## config.mk

```make
export PLATFORM = sky130hd
export DESIGN_NAME = bsfu_unit
export DESIGN_NICKNAME = d
export VERILOG_FILES = /design/src/bsfu_pkg.sv /design/src/bsfu_shift_if.sv /design/src/bsfu_shifter.sv /design/src/bsfu_unit.sv
export VERILOG_INCLUDE_DIRS = /design/src
export SDC_FILE = /design/constraint.sdc
export NUM_CORES = 1
export LEC_CHECK = 0
export BUFFER_PORTS_ARGS = -buffer_cell sky130_fd_sc_hd__buf_2
export CAP_MARGIN = 0
export CELL_PAD_IN_SITES_DETAIL_PLACEMENT = 0
export CELL_PAD_IN_SITES_GLOBAL_PLACEMENT = 1
export CORE_UTILIZATION = 33
export DETAILED_ROUTE_END_ITERATION = 16
export PLACE_DENSITY_LB_ADDON = 0.1
export SETUP_SLACK_MARGIN = 0.3
export SYNTH_ARGS = -nofsm -noshare
export SYNTH_HDL_FRONTEND = slang
export SYNTH_SLANG_ARGS = --single-unit
```

## constraint.sdc

```tcl
create_clock -name clock_in -period 1.3 [get_ports clock_in]
set_clock_uncertainty 0.1 [all_clocks]
set_input_delay 0.065 -clock clock_in [delete_from_list [all_inputs] [get_ports clock_in]]
set_output_delay 0.065 -clock clock_in [all_outputs]
set_load 0.05 [all_outputs]
```

## src/bsfu_defines.svh

```systemverilog
// Bit positions, widths and reset values for the bit, shift and flag unit.
`ifndef BSFU_DEFINES_SVH
`define BSFU_DEFINES_SVH

// ----------------------------------------------------------------------------
// Status register bit positions
// ----------------------------------------------------------------------------
`define BSFU_FLAG_C 0
`define BSFU_FLAG_Z 1
`define BSFU_FLAG_N 2
`define BSFU_FLAG_V 3
`define BSFU_FLAG_T 6

// ----------------------------------------------------------------------------
// Widths and reset values
// ----------------------------------------------------------------------------
`define BSFU_IO_ADDR_W 6
`define BSFU_STATUS_RESET 8'h00
`define BSFU_BYTE_RESET 8'h00
`define BSFU_IO_ADDR_RESET 6'h00

`endif

```

## src/bsfu_pkg.sv

```systemverilog
// Types shared by the bit, shift and flag unit and its shifter.
package bsfu_pkg;

  // --------------------------------------------------------------------------
  // Operations accepted from the instruction decoder
  // --------------------------------------------------------------------------
  typedef enum logic [4:0] {
    BSFU_OP_IDLE,
    BSFU_OP_IO_BIT_SET,
    BSFU_OP_IO_BIT_CLEAR,
    BSFU_OP_LOGICAL_LEFT_SHIFT,
    BSFU_OP_LOGICAL_RIGHT_SHIFT,
    BSFU_OP_ROTATE_LEFT_CARRY,
    BSFU_OP_ROTATE_RIGHT_CARRY,
    BSFU_OP_ARITH_RIGHT_SHIFT,
    BSFU_OP_NIBBLE_SWAP,
    BSFU_OP_STATUS_FLAG_SET,
    BSFU_OP_STATUS_FLAG_CLEAR,
    BSFU_OP_BIT_STORE_TO_FLAG,
    BSFU_OP_FLAG_TO_BIT_LOAD,
    BSFU_OP_CARRY_SET,
    BSFU_OP_CARRY_CLEAR,
    BSFU_OP_NEGATIVE_SET,
    BSFU_OP_NEGATIVE_CLEAR,
    BSFU_OP_ZERO_SET,
    BSFU_OP_ZERO_CLEAR,
    BSFU_OP_POP
  } bsfu_op_type;

  // --------------------------------------------------------------------------
  // Kinds of move done by the shifter
  // --------------------------------------------------------------------------
  typedef enum logic [2:0] {
    BSFU_SH_PASS,
    BSFU_SH_LSL,
    BSFU_SH_LSR,
    BSFU_SH_ROL,
    BSFU_SH_ROR,
    BSFU_SH_ASR,
    BSFU_SH_SWAP
  } bsfu_shift_type;

endpackage

```

## src/bsfu_shift_if.sv

```systemverilog
// Signals between the unit and its shifter.
`timescale 1ns/1ns
interface bsfu_shift_if;
  bsfu_pkg::bsfu_shift_type kind;
  logic [7:0]               operand;
  logic                     carry_in;
  logic [7:0]               result;
  logic                     carry_out;
  logic                     zero_out;
  logic                     neg_out;
  logic                     ovf_out;

  modport core (
    output kind,
    output operand,
    output carry_in,
    input  result,
    input  carry_out,
    input  zero_out,
    input  neg_out,
    input  ovf_out
  );

  modport unit (
    input  kind,
    input  operand,
    input  carry_in,
    output result,
    output carry_out,
    output zero_out,
    output neg_out,
    output ovf_out
  );
endinterface

```

## src/bsfu_shifter.sv

```systemverilog
// Combinational shifter, rotator and nibble swapper with flag results.
`timescale 1ns/1ns
module bsfu_shifter (
  bsfu_shift_if.unit bus
);

  // --------------------------------------------------------------------------
  // Result and carry
  // --------------------------------------------------------------------------
  always_comb begin
    bus.result    = bus.operand;
    bus.carry_out = bus.carry_in;
    case (bus.kind)
      bsfu_pkg::BSFU_SH_LSL: begin
        bus.result    = {bus.operand[6:0], 1'b0}; // [RULE3]
        bus.carry_out = bus.operand[7];
      end
      bsfu_pkg::BSFU_SH_LSR: begin
        bus.result    = {1'b0, bus.operand[7:1]}; // [RULE4]
        bus.carry_out = bus.operand[0];
      end
      bsfu_pkg::BSFU_SH_ROL: begin
        bus.result    = {bus.operand[6:0], bus.carry_in}; // [RULE5]
        bus.carry_out = bus.operand[7]; // [RULE5]
      end
      bsfu_pkg::BSFU_SH_ROR: begin
        bus.result    = {bus.carry_in, bus.operand[7:1]}; // [RULE6]
        bus.carry_out = bus.operand[0]; // [RULE6]
      end
      bsfu_pkg::BSFU_SH_ASR: begin
        bus.result    = {bus.operand[7], bus.operand[7:1]}; // [RULE7]
        bus.carry_out = bus.operand[0];
      end
      bsfu_pkg::BSFU_SH_SWAP: begin
        bus.result = {bus.operand[3:0], bus.operand[7:4]}; // [RULE8]
      end
      default: begin
        bus.result    = bus.operand;
        bus.carry_out = bus.carry_in;
      end
    endcase
  end

  // --------------------------------------------------------------------------
  // Flags from the result
  // --------------------------------------------------------------------------
  assign bus.zero_out = (bus.result == 8'h00); // [RULE17]
  assign bus.neg_out  = bus.result[7]; // [RULE17]
  assign bus.ovf_out  = bus.result[7] ^ bus.carry_out; // [RULE17]

endmodule // bsfu_shifter

```

## src/bsfu_unit.sv

```systemverilog
// Execution unit for bit, shift, rotate, flag and pop operations.
//
// Contract
// [RULE1] I/O bit set forces the selected bit to one, others kept.
// [RULE2] I/O bit clear forces the selected bit to zero, others kept.
// [RULE3] Logical left shift moves bits up, bit 0 gets zero.
// [RULE4] Logical right shift moves bits down, bit 7 gets zero.
// [RULE5] Rotate left: bit 0 gets old carry, carry gets old bit 7.
// [RULE6] Rotate right: bit 7 gets old carry, carry gets old bit 0.
// [RULE7] Arithmetic right shift moves bits down and keeps bit 7.
// [RULE8] Nibble swap exchanges the low and high four bits at once.
// [RULE9] Status flag set writes one into the selected status bit only.
// [RULE10] Status flag clear writes zero into the selected status bit only.
// [RULE11] Bit store copies the selected source bit into the transfer flag.
// [RULE12] Bit load copies the transfer flag into the selected destination bit.
// [RULE13] Carry set forces carry to one; carry clear forces it to zero.
// [RULE14] Negative set forces negative to one; negative clear to zero.
// [RULE15] Zero set forces zero flag to one; zero clear to zero.
// [RULE16] Pop loads the destination with the byte from the stack top.
// [RULE17] Shifts and rotates update zero, carry, negative and overflow flags.
// [RULE18] Single-flag operations change only their flag, no general register.
`timescale 1ns/1ns
`include "bsfu_defines.svh"
module bsfu_unit (
  input  logic                          clock_in,
  input  logic                          reset_in,
  input  logic                          op_valid_in,
  input  bsfu_pkg::bsfu_op_type         op_code_in,
  input  logic [2:0]                    bit_sel_in,
  input  logic [7:0]                    rd_value_in,
  input  logic [7:0]                    rr_value_in,
  input  logic [`BSFU_IO_ADDR_W-1:0]    io_addr_in,
  input  logic [7:0]                    io_value_in,
  input  logic [7:0]                    stack_byte_in,
  input  logic                          status_load_in,
  input  logic [7:0]                    status_value_in,
  output logic [7:0]                    rd_result_out,
  output logic                          rd_write_out,
  output logic [`BSFU_IO_ADDR_W-1:0]    io_addr_out,
  output logic [7:0]                    io_result_out,
  output logic                          io_write_out,
  output logic [7:0]                    status_out,
  output logic                          done_out
);

  // --------------------------------------------------------------------------
  // Declarations
  // --------------------------------------------------------------------------
  logic [7:0]                 rd_result_q;
  logic [7:0]                 rd_result_d;
  logic                       rd_write_q;
  logic                       rd_write_d;
  logic [`BSFU_IO_ADDR_W-1:0] io_addr_q;
  logic [`BSFU_IO_ADDR_W-1:0] io_addr_d;
  logic [7:0]                 io_result_q;
  logic [7:0]                 io_result_d;
  logic                       io_write_q;
  logic                       io_write_d;
  logic [7:0]                 status_q;
  logic [7:0]                 status_d;
  logic                       done_q;
  logic                       done_d;
  logic [7:0]                 bit_mask_w;
  logic                       rr_bit_w;
  logic                       carry_w;
  logic                       transfer_w;
  logic                       shift_op_w;

  bsfu_shift_if shift_bus ();

  bsfu_shifter u_shifter (
    .bus (shift_bus.unit)
  );

  assign bit_mask_w = 8'h01 << bit_sel_in;
  assign rr_bit_w   = rr_value_in[bit_sel_in];
  assign carry_w    = status_q[`BSFU_FLAG_C];
  assign transfer_w = status_q[`BSFU_FLAG_T];

  // --------------------------------------------------------------------------
  // Shifter control
  // --------------------------------------------------------------------------
  always_comb begin
    shift_bus.kind = bsfu_pkg::BSFU_SH_PASS;
    shift_op_w     = 1'b1;
    case (op_code_in)
      bsfu_pkg::BSFU_OP_LOGICAL_LEFT_SHIFT:  shift_bus.kind = bsfu_pkg::BSFU_SH_LSL;
      bsfu_pkg::BSFU_OP_LOGICAL_RIGHT_SHIFT: shift_bus.kind = bsfu_pkg::BSFU_SH_LSR;
      bsfu_pkg::BSFU_OP_ROTATE_LEFT_CARRY:   shift_bus.kind = bsfu_pkg::BSFU_SH_ROL;
      bsfu_pkg::BSFU_OP_ROTATE_RIGHT_CARRY:  shift_bus.kind = bsfu_pkg::BSFU_SH_ROR;
      bsfu_pkg::BSFU_OP_ARITH_RIGHT_SHIFT:   shift_bus.kind = bsfu_pkg::BSFU_SH_ASR;
      bsfu_pkg::BSFU_OP_NIBBLE_SWAP: begin
        shift_bus.kind = bsfu_pkg::BSFU_SH_SWAP;
        shift_op_w     = 1'b0;
      end
      default: shift_op_w = 1'b0;
    endcase
  end

  assign shift_bus.operand  = rd_value_in;
  assign shift_bus.carry_in = carry_w;

  // --------------------------------------------------------------------------
  // Next values
  // --------------------------------------------------------------------------
  // A status load from another instruction group is applied first, so an
  // operation in the same cycle modifies the freshly loaded flags.
  always_comb begin
    rd_result_d = rd_result_q;
    rd_write_d  = 1'b0;
    io_addr_d   = io_addr_q;
    io_result_d = io_result_q;
    io_write_d  = 1'b0;
    status_d    = status_load_in ? status_value_in : status_q;
    done_d      = op_valid_in;
    if (op_valid_in) begin
      case (op_code_in)
        bsfu_pkg::BSFU_OP_IO_BIT_SET: begin
          io_result_d = io_value_in | bit_mask_w; // [RULE1]
          io_addr_d   = io_addr_in;
          io_write_d  = 1'b1;
        end
        bsfu_pkg::BSFU_OP_IO_BIT_CLEAR: begin
          io_result_d = io_value_in & ~bit_mask_w; // [RULE2]
          io_addr_d   = io_addr_in;
          io_write_d  = 1'b1;
        end
        bsfu_pkg::BSFU_OP_LOGICAL_LEFT_SHIFT,
        bsfu_pkg::BSFU_OP_LOGICAL_RIGHT_SHIFT,
        bsfu_pkg::BSFU_OP_ROTATE_LEFT_CARRY,
        bsfu_pkg::BSFU_OP_ROTATE_RIGHT_CARRY,
        bsfu_pkg::BSFU_OP_ARITH_RIGHT_SHIFT: begin
          rd_result_d            = shift_bus.result;
          rd_write_d             = 1'b1;
          status_d[`BSFU_FLAG_C] = shift_bus.carry_out; // [RULE17]
          status_d[`BSFU_FLAG_Z] = shift_bus.zero_out; // [RULE17]
          status_d[`BSFU_FLAG_N] = shift_bus.neg_out; // [RULE17]
          status_d[`BSFU_FLAG_V] = shift_bus.ovf_out; // [RULE17]
        end
        bsfu_pkg::BSFU_OP_NIBBLE_SWAP: begin
          rd_result_d = shift_bus.result; // [RULE8]
          rd_write_d  = 1'b1;
        end
        bsfu_pkg::BSFU_OP_STATUS_FLAG_SET: status_d = status_d | bit_mask_w; // [RULE9]
        bsfu_pkg::BSFU_OP_STATUS_FLAG_CLEAR: status_d = status_d & ~bit_mask_w; // [RULE10]
        bsfu_pkg::BSFU_OP_BIT_STORE_TO_FLAG: status_d[`BSFU_FLAG_T] = rr_bit_w; // [RULE11]
        bsfu_pkg::BSFU_OP_FLAG_TO_BIT_LOAD: begin
          rd_result_d = transfer_w ? (rd_value_in | bit_mask_w) : (rd_value_in & ~bit_mask_w); // [RULE12]
          rd_write_d  = 1'b1;
        end
        bsfu_pkg::BSFU_OP_CARRY_SET: status_d[`BSFU_FLAG_C] = 1'b1; // [RULE13] [RULE18]
        bsfu_pkg::BSFU_OP_CARRY_CLEAR: status_d[`BSFU_FLAG_C] = 1'b0; // [RULE13] [RULE18]
        bsfu_pkg::BSFU_OP_NEGATIVE_SET: status_d[`BSFU_FLAG_N] = 1'b1; // [RULE14] [RULE18]
        bsfu_pkg::BSFU_OP_NEGATIVE_CLEAR: status_d[`BSFU_FLAG_N] = 1'b0; // [RULE14] [RULE18]
        bsfu_pkg::BSFU_OP_ZERO_SET: status_d[`BSFU_FLAG_Z] = 1'b1; // [RULE15] [RULE18]
        bsfu_pkg::BSFU_OP_ZERO_CLEAR: status_d[`BSFU_FLAG_Z] = 1'b0; // [RULE15] [RULE18]
        bsfu_pkg::BSFU_OP_POP: begin
          rd_result_d = stack_byte_in; // [RULE16]
          rd_write_d  = 1'b1;
        end
        default: done_d = 1'b0;
      endcase
    end
  end

  // --------------------------------------------------------------------------
  // Registers
  // --------------------------------------------------------------------------
  always_ff @(posedge clock_in or posedge reset_in) begin
    if (reset_in) begin
      rd_result_q <= `BSFU_BYTE_RESET;
      rd_write_q  <= 1'b0;
      io_addr_q   <= `BSFU_IO_ADDR_RESET;
      io_result_q <= `BSFU_BYTE_RESET;
      io_write_q  <= 1'b0;
      status_q    <= `BSFU_STATUS_RESET;
      done_q      <= 1'b0;
    end else begin
      rd_result_q <= rd_result_d;
      rd_write_q  <= rd_write_d;
      io_addr_q   <= io_addr_d;
      io_result_q <= io_result_d;
      io_write_q  <= io_write_d;
      status_q    <= status_d;
      done_q      <= done_d;
    end
  end

  assign rd_result_out = rd_result_q;
  assign rd_write_out  = rd_write_q;
  assign io_addr_out   = io_addr_q;
  assign io_result_out = io_result_q;
  assign io_write_out  = io_write_q;
  assign status_out    = status_q;
  assign done_out      = done_q;
endmodule // bsfu_unit

```

; ---- Yosys cells after proc, flatten, opt, wreduce, memory -nomap -nowiden
; Cells that the tools add are included.
[totals]
out_inout_bits = 33
register_bits = 33
input_bits = 58
[classes]
order_cmp = 1
mux = 23
n_shift = 1
reduce_logical = 13
n_eq_ne = 25
n_bitwise = 8
[op_table]
columns = op, count
row1 = $pmux W8 S6, 1
row2 = $eq A5 B4 Y1 const B, 8
row3 = $and A8 B8 Y8, 3
row4 = $mux W8, 3
row5 = $or A8 B8 Y8, 3
row6 = $pmux W8 S3, 1
row7 = $eq A5 B3 Y1 const B, 4
row8 = $eq A5 B5 Y1 const B, 4
row9 = $reduce_or A19 Y1, 1
row10 = $pmux W3 S6, 1
row11 = $pmux W8 S2, 1
row12 = $pmux W1 S5, 3
row13 = $eq A5 B2 Y1 const B, 2
row14 = $eq A3 B3 Y1 const B, 3
row15 = $logic_not A8 Y1, 1
row16 = $not A8 Y8, 1
row17 = $reduce_or A8 Y1, 1
row18 = $shl A1 B3 Y8 const A, 1
row19 = $mux W1, 7
row20 = $eq A3 B2 Y1 const B, 2
row21 = $pmux W1 S3, 2
row22 = $reduce_and A2 Y1, 3
row23 = $reduce_or A6 Y1, 1
row24 = $eq A5 B1 Y1 const B, 1
row25 = 11 further kinds, 13

; ---- Depth between registers and ports, before layout
[depth]
word_depth = 8
depth_mapped = 8
mapped_depth_nobuf = 5

; ---- Modules after synthesis
; A second synthesis with hierarchy kept.
[hier_totals]
cells_unflattened = 313
area_unflattened_um2 = 2766.4
[by_module_without_submodules]
columns = mod, seq_area_each_um2, area_per_inst_um2, n_inst, cells_each
row1 = bsfu_unit, 825.8, 2277.2, 1, 243
row2 = bsfu_shifter, 0.0, 489.2, 1, 70

; ---- Worst setup path before layout
; Ideal clock, no wire load.
[synth_path]
kind = register to register
start = register status_q[2] (netlist: status_out[2])
end = register status_q[2] (netlist: status_out[2])
arrival_time_ps = 1435
stages_incl_launch_ff = 6
setup_time_ps = 80
path_buffers = 0
required_ps = 1120
path_slack_ps = -314
path_cell_list = dfrtp_1 mux2i_1 a211oi_1 o221ai_1 a21o_1 mux2i_1
[synth_via]
elab_chain_len = 4
word_cells_on_any_way = 5
cone_classes = 3 x mux / 2 x bitwise
[synth_rtl]
columns = element, line
row1 = start: declaration, bsfu_unit.sv:59  ; logic [7:0] status_q;
row2 = start signal: assignment, bsfu_unit.sv:176  ; status_q <= `BSFU_STATUS_RESET;
row3 = start signal: assignment, bsfu_unit.sv:184  ; status_q <= status_d;
row4 = $mux W8 (*), bsfu_unit.sv:114  ; status_d = status_load_in ? status_value_in : status_q;
row5 = $and A8 B8 Y8 or $or A8 B8 Y8 (tied branches), "bsfu_unit.sv:145, bsfu_unit.sv:144"
row6 = $pmux W1 S5, bsfu_unit.sv:117  ; case (op_code_in)
row7 = $mux W8 (*), bsfu_unit.sv:116  ; if (op_valid_in) begin
row8 = via status_d[2], bsfu_unit.sv:60  ; logic [7:0] status_d;
; Mark *: on every way through the listed nets, which the timed path passes. The rest lies on a longest branch.
; A chain may end at the register's enable or synchronous reset.

; ---- Worst setup path after layout
[layout_path]
start = register status_q[0] (netlist: status_out[0])
end = register status_q[3] (netlist: status_out[3])
[layout_via]
elab_chain_len = 4
word_cells_on_any_way = 5
cone_classes = 4 x mux / 1 x bitwise
[layout_rtl]
columns = element, line
row1 = $pmux W8 S6 or $pmux W1 S2 (tied branches), bsfu_shifter.sv:13  ; case (bus.kind)
row2 = $xor A1 B1 Y1 (*), bsfu_shifter.sv:49  ; assign bus.ovf_out = bus.result[7] ^ bus.carry_out;
row3 = $pmux W1 S3 (*), bsfu_unit.sv:117
row4 = $mux W8 (*), bsfu_unit.sv:116
row5 = via status_d[3], bsfu_unit.sv:60
; Marked as above.

==> metrics.txt <==
status=finished with violations; failing checks=setup timing; synthesized instance count=314; Seq cells post-synth=33; global placer's final weighted congestion=about 0.94; CTS clk-pin slew, worst paths=around 0.08 ns; hpwl dp=between 7000 and 8000 um; Post-synth top flop=dfrtp_1; Final min period=1.656 ns; Std-Cell Core Area=about 8000 um2; Yosys warnings=0; GRT Util Overall=28.09%; Cell Count, Final, Fillers Out=637; xor and xnor area share after synthesis=~1.3%; most common cell in the netlist=nand2_1; reg2reg end=status_out[3]$_DFF_PP0_; share of post-route cells with drive strength above 1=between 50% and 60%; Initial DRT Pass Iterations=4; via count=~3.4k; minimum setup slack after placement=-0.5185 ns; synthesized area=roughly 2700 um2; main combinational cell family by area after synthesis=compound AO/OA/AOI/OAI gates; Iter 0 DRT Violations=159; clk_lat worst skew=roughly 0.29 ns; critical path peak fanout=3; Arr. time, crit path=~1.7 ns; number of flops mapped to enable cells by yosys=0; overflow left after global routing=0; Commonest cells post-synth=nand2_1 (34), dfrtp_1 (33), a21oi_1 (32), o21ai_0 (20), mux2i_1 (15); Multi-input gate area=approximately 2100 um2; Crit path max-delay family=compound AO/OA/AOI/OAI gates; CP Launch Type=flop; Crit path largest cell delay=approximately 0.39 ns; top-area cell type share of the netlist area=30.77%; post-layout util=a little under 70%; CP Class=flop to flop; worst path cell trace=mux2_2 -> a32oi_2 -> a21o_1 -> buf_4 -> nand4b_1 -> nand4_1; setup ws final=-0.3557 ns; WP buf/inv=1; Synth cell types=a little over 60; Async SR Flop Fraction=100.0%; area grow syn2layout=98.74%; Initial Utilization=34.38%; row cnt=32; Max-Cap Viols=0; worst hold path class=primary input to flop; CTS root buffer=clkbuf_8; Fin. Hold Viols=0; Post-Synth Adder-Cell Area=0%; CP required=1.37 ns; Chip Width=slightly above 90 um; total placed cells including tap cells=563; initial antenna violation count=0; part of the Yosys area used for sequential elements=30.77%; register area=between 800 and 900 um2; Final Max Slew Viols=0; vias in the first global route=3453; IO Pins=between 90 and 100; Worst IR Drop VDD=between 0.0008 and 0.0009 V; H-tree lvl count=2; R2R cell count=6; PwrDens=961.3 nW/um2; Slew HR=about 71%; CP endpoint kind=flop; IO Port Bufs=90; WL final=between 10000 and 15000 um; drc violations=0; largest net degree at the start of global routing=34; reg2reg setup slack=-0.36 ns; Fillers=between 600 and 700; CP startpoint=status_out[0]$_DFF_PP0_; instance count on the critical path=6; capture point of the critical path=status_out[3]$_DFF_PP0_; Mapped Nets=372; compound-cell area share of the yosys netlist=approximately 28%; Routed wire per std cell=approximately 18 um; top cells by area, synth=dfrtp_1 (31%), a21oi_1 (6.0%), mux2i_1 (5.6%); Post-Synth Simple-Gate Area=around 23%; period utilisation layout=127.4%; antenna viol nets, final=0; via/cell ratio=5.267; mux cell area share after synthesis=a little under an eighth; clk buf depth=2; Die Area=8497 um2; Pwr Total=5.127 mW; n_diodes=0; syn_area_per_cell=8.547 um2; Max Fclk=604.0 MHz; Die Ht=around 90 um; Leakage=about 2.4 nW; worst slew pin tran=0.4322 ns; TritonCTS buffer count=5; wire length of the first global-routing pass=18240 um; final number of setup-violating endpoints=13; TritonCTS clock tree=built; Worst path slowest cell=dfrtp_1; RSZ-0062 raised after global routing=true; CTS Sinks=33; RR Startpoint=status_out[0]$_DFF_PP0_; Yosys top cell by area=dfrtp_1; final layout net count=~600
## where the power goes
group / switching [mW] / internal [mW] / total [mW] / leakage [nW]
logic: 1.51 / 1.37 / 2.87 / 2.00
clock network: 0.414 / 0.431 / 0.845 / 0.0445
registers: 0.168 / 1.24 / 1.41 / 0.397
## metrics by stage
step | area, um2 | setup TNS (ns) | hold WS, ns
floorplan | 2867 | -2.538 | 0.09341
global placement | 3913 | -10.62 | 0.08497
detailed placement | 3913 | -10.94 | 0.08971
CTS | 5205 | -1.605 | 0.02676
global route | 5334 | -2.364 | 0.06923
finish | 5334 | -1.974 | 0.04135
## registers in the layout (all words and copies together) (netlist names)
name,count
rd_write_out,1
done_out,1
rd_result_out,8
io_result_out,8
io_addr_out,6
status_out,8
io_write_out,1
## cells by family after synthesis
| kind of cell | after synthesis |
|---|---|
| AOI/OAI and AO/OA | 110 |
| and+or+nand+nor | 109 |
| DFF | 33 |
| buffers and inverters | 32 |
| muxes | 27 |
| xor gates and xnor gates | 3 |
## placed cells by master, fill, tap and decap left out, drive strengths merged, types with 3 or more instances in the layout
cell type and instances:
buf 222, nand2 34, dfrtp 33, a21oi 32, o21ai 20, dlygate4sd3 17, mux2i 15, nor2 12
nand3b 10, mux2 10, nor2b 10, o22a 9, o211ai 8, a31oi 7, clkbuf 7, nand3 7
nand2b 6, inv 5, nor3b 5, a22o 4, a221oi 4, o21a 4, nand4 3, a21o 3
and3 3, nor3 3
## worst min-delay path, delay by kind of cell
| kind | cells | cell delay (ns) |
|---|---|---|
| compound gates | 2 | 0.22 |
| buf+inv | 1 | 0.08 |
| simple gates | 1 | 0.04 |
## how the worst min path moves through the flow
stage / endpoint / from / cells past startpoint / slack, ns
after floorplan: done_out$_DFF_PP0_ / reset_in / 1 / 0.09
after global routing: io_result_out[5]$_DFFE_PP0P_ / io_value_in[5] / 4 / 0.07
final: rd_result_out[3]$_DFFE_PP0P_ / stack_byte_in[3] / 4 / 0.04
after global placement: rd_write_out$_DFF_PP0_ / reset_in / 3 / 0.08
after CTS: rd_result_out[3]$_DFFE_PP0P_ / stack_byte_in[3] / 4 / 0.03
after detailed placement: rd_write_out$_DFF_PP0_ / reset_in / 3 / 0.09
## metal layers
layer	track usage (%)	vias up	share of wire, %
met5	0	-	0
met4	7.161	0	2.2
met3	4.809	19	5.2
met2	48.32	131	49
met1	36.29	1580	44
li1	-	1625	-
## timing repair
item,4_1_cts,5_1_grt
cloned,5,0
hold buffers,17,0
pin swaps,26,13
hold endpoints to repair,49,0
resized for setup,192,12
buffers inserted,34,10
setup endpoints to repair,65,66
## area by class of cell
class,count,area share (%)
Clock inverter,1,0.1407
Sequential cell,33,15.67
Timing Repair Buffer,240,41.07
Inverter,5,0.3519
Tap cell,102,2.393
Clock buffer,7,1.619
Multi-Input combinational cell,249,38.75
Power figures use the tool's default switching activity.
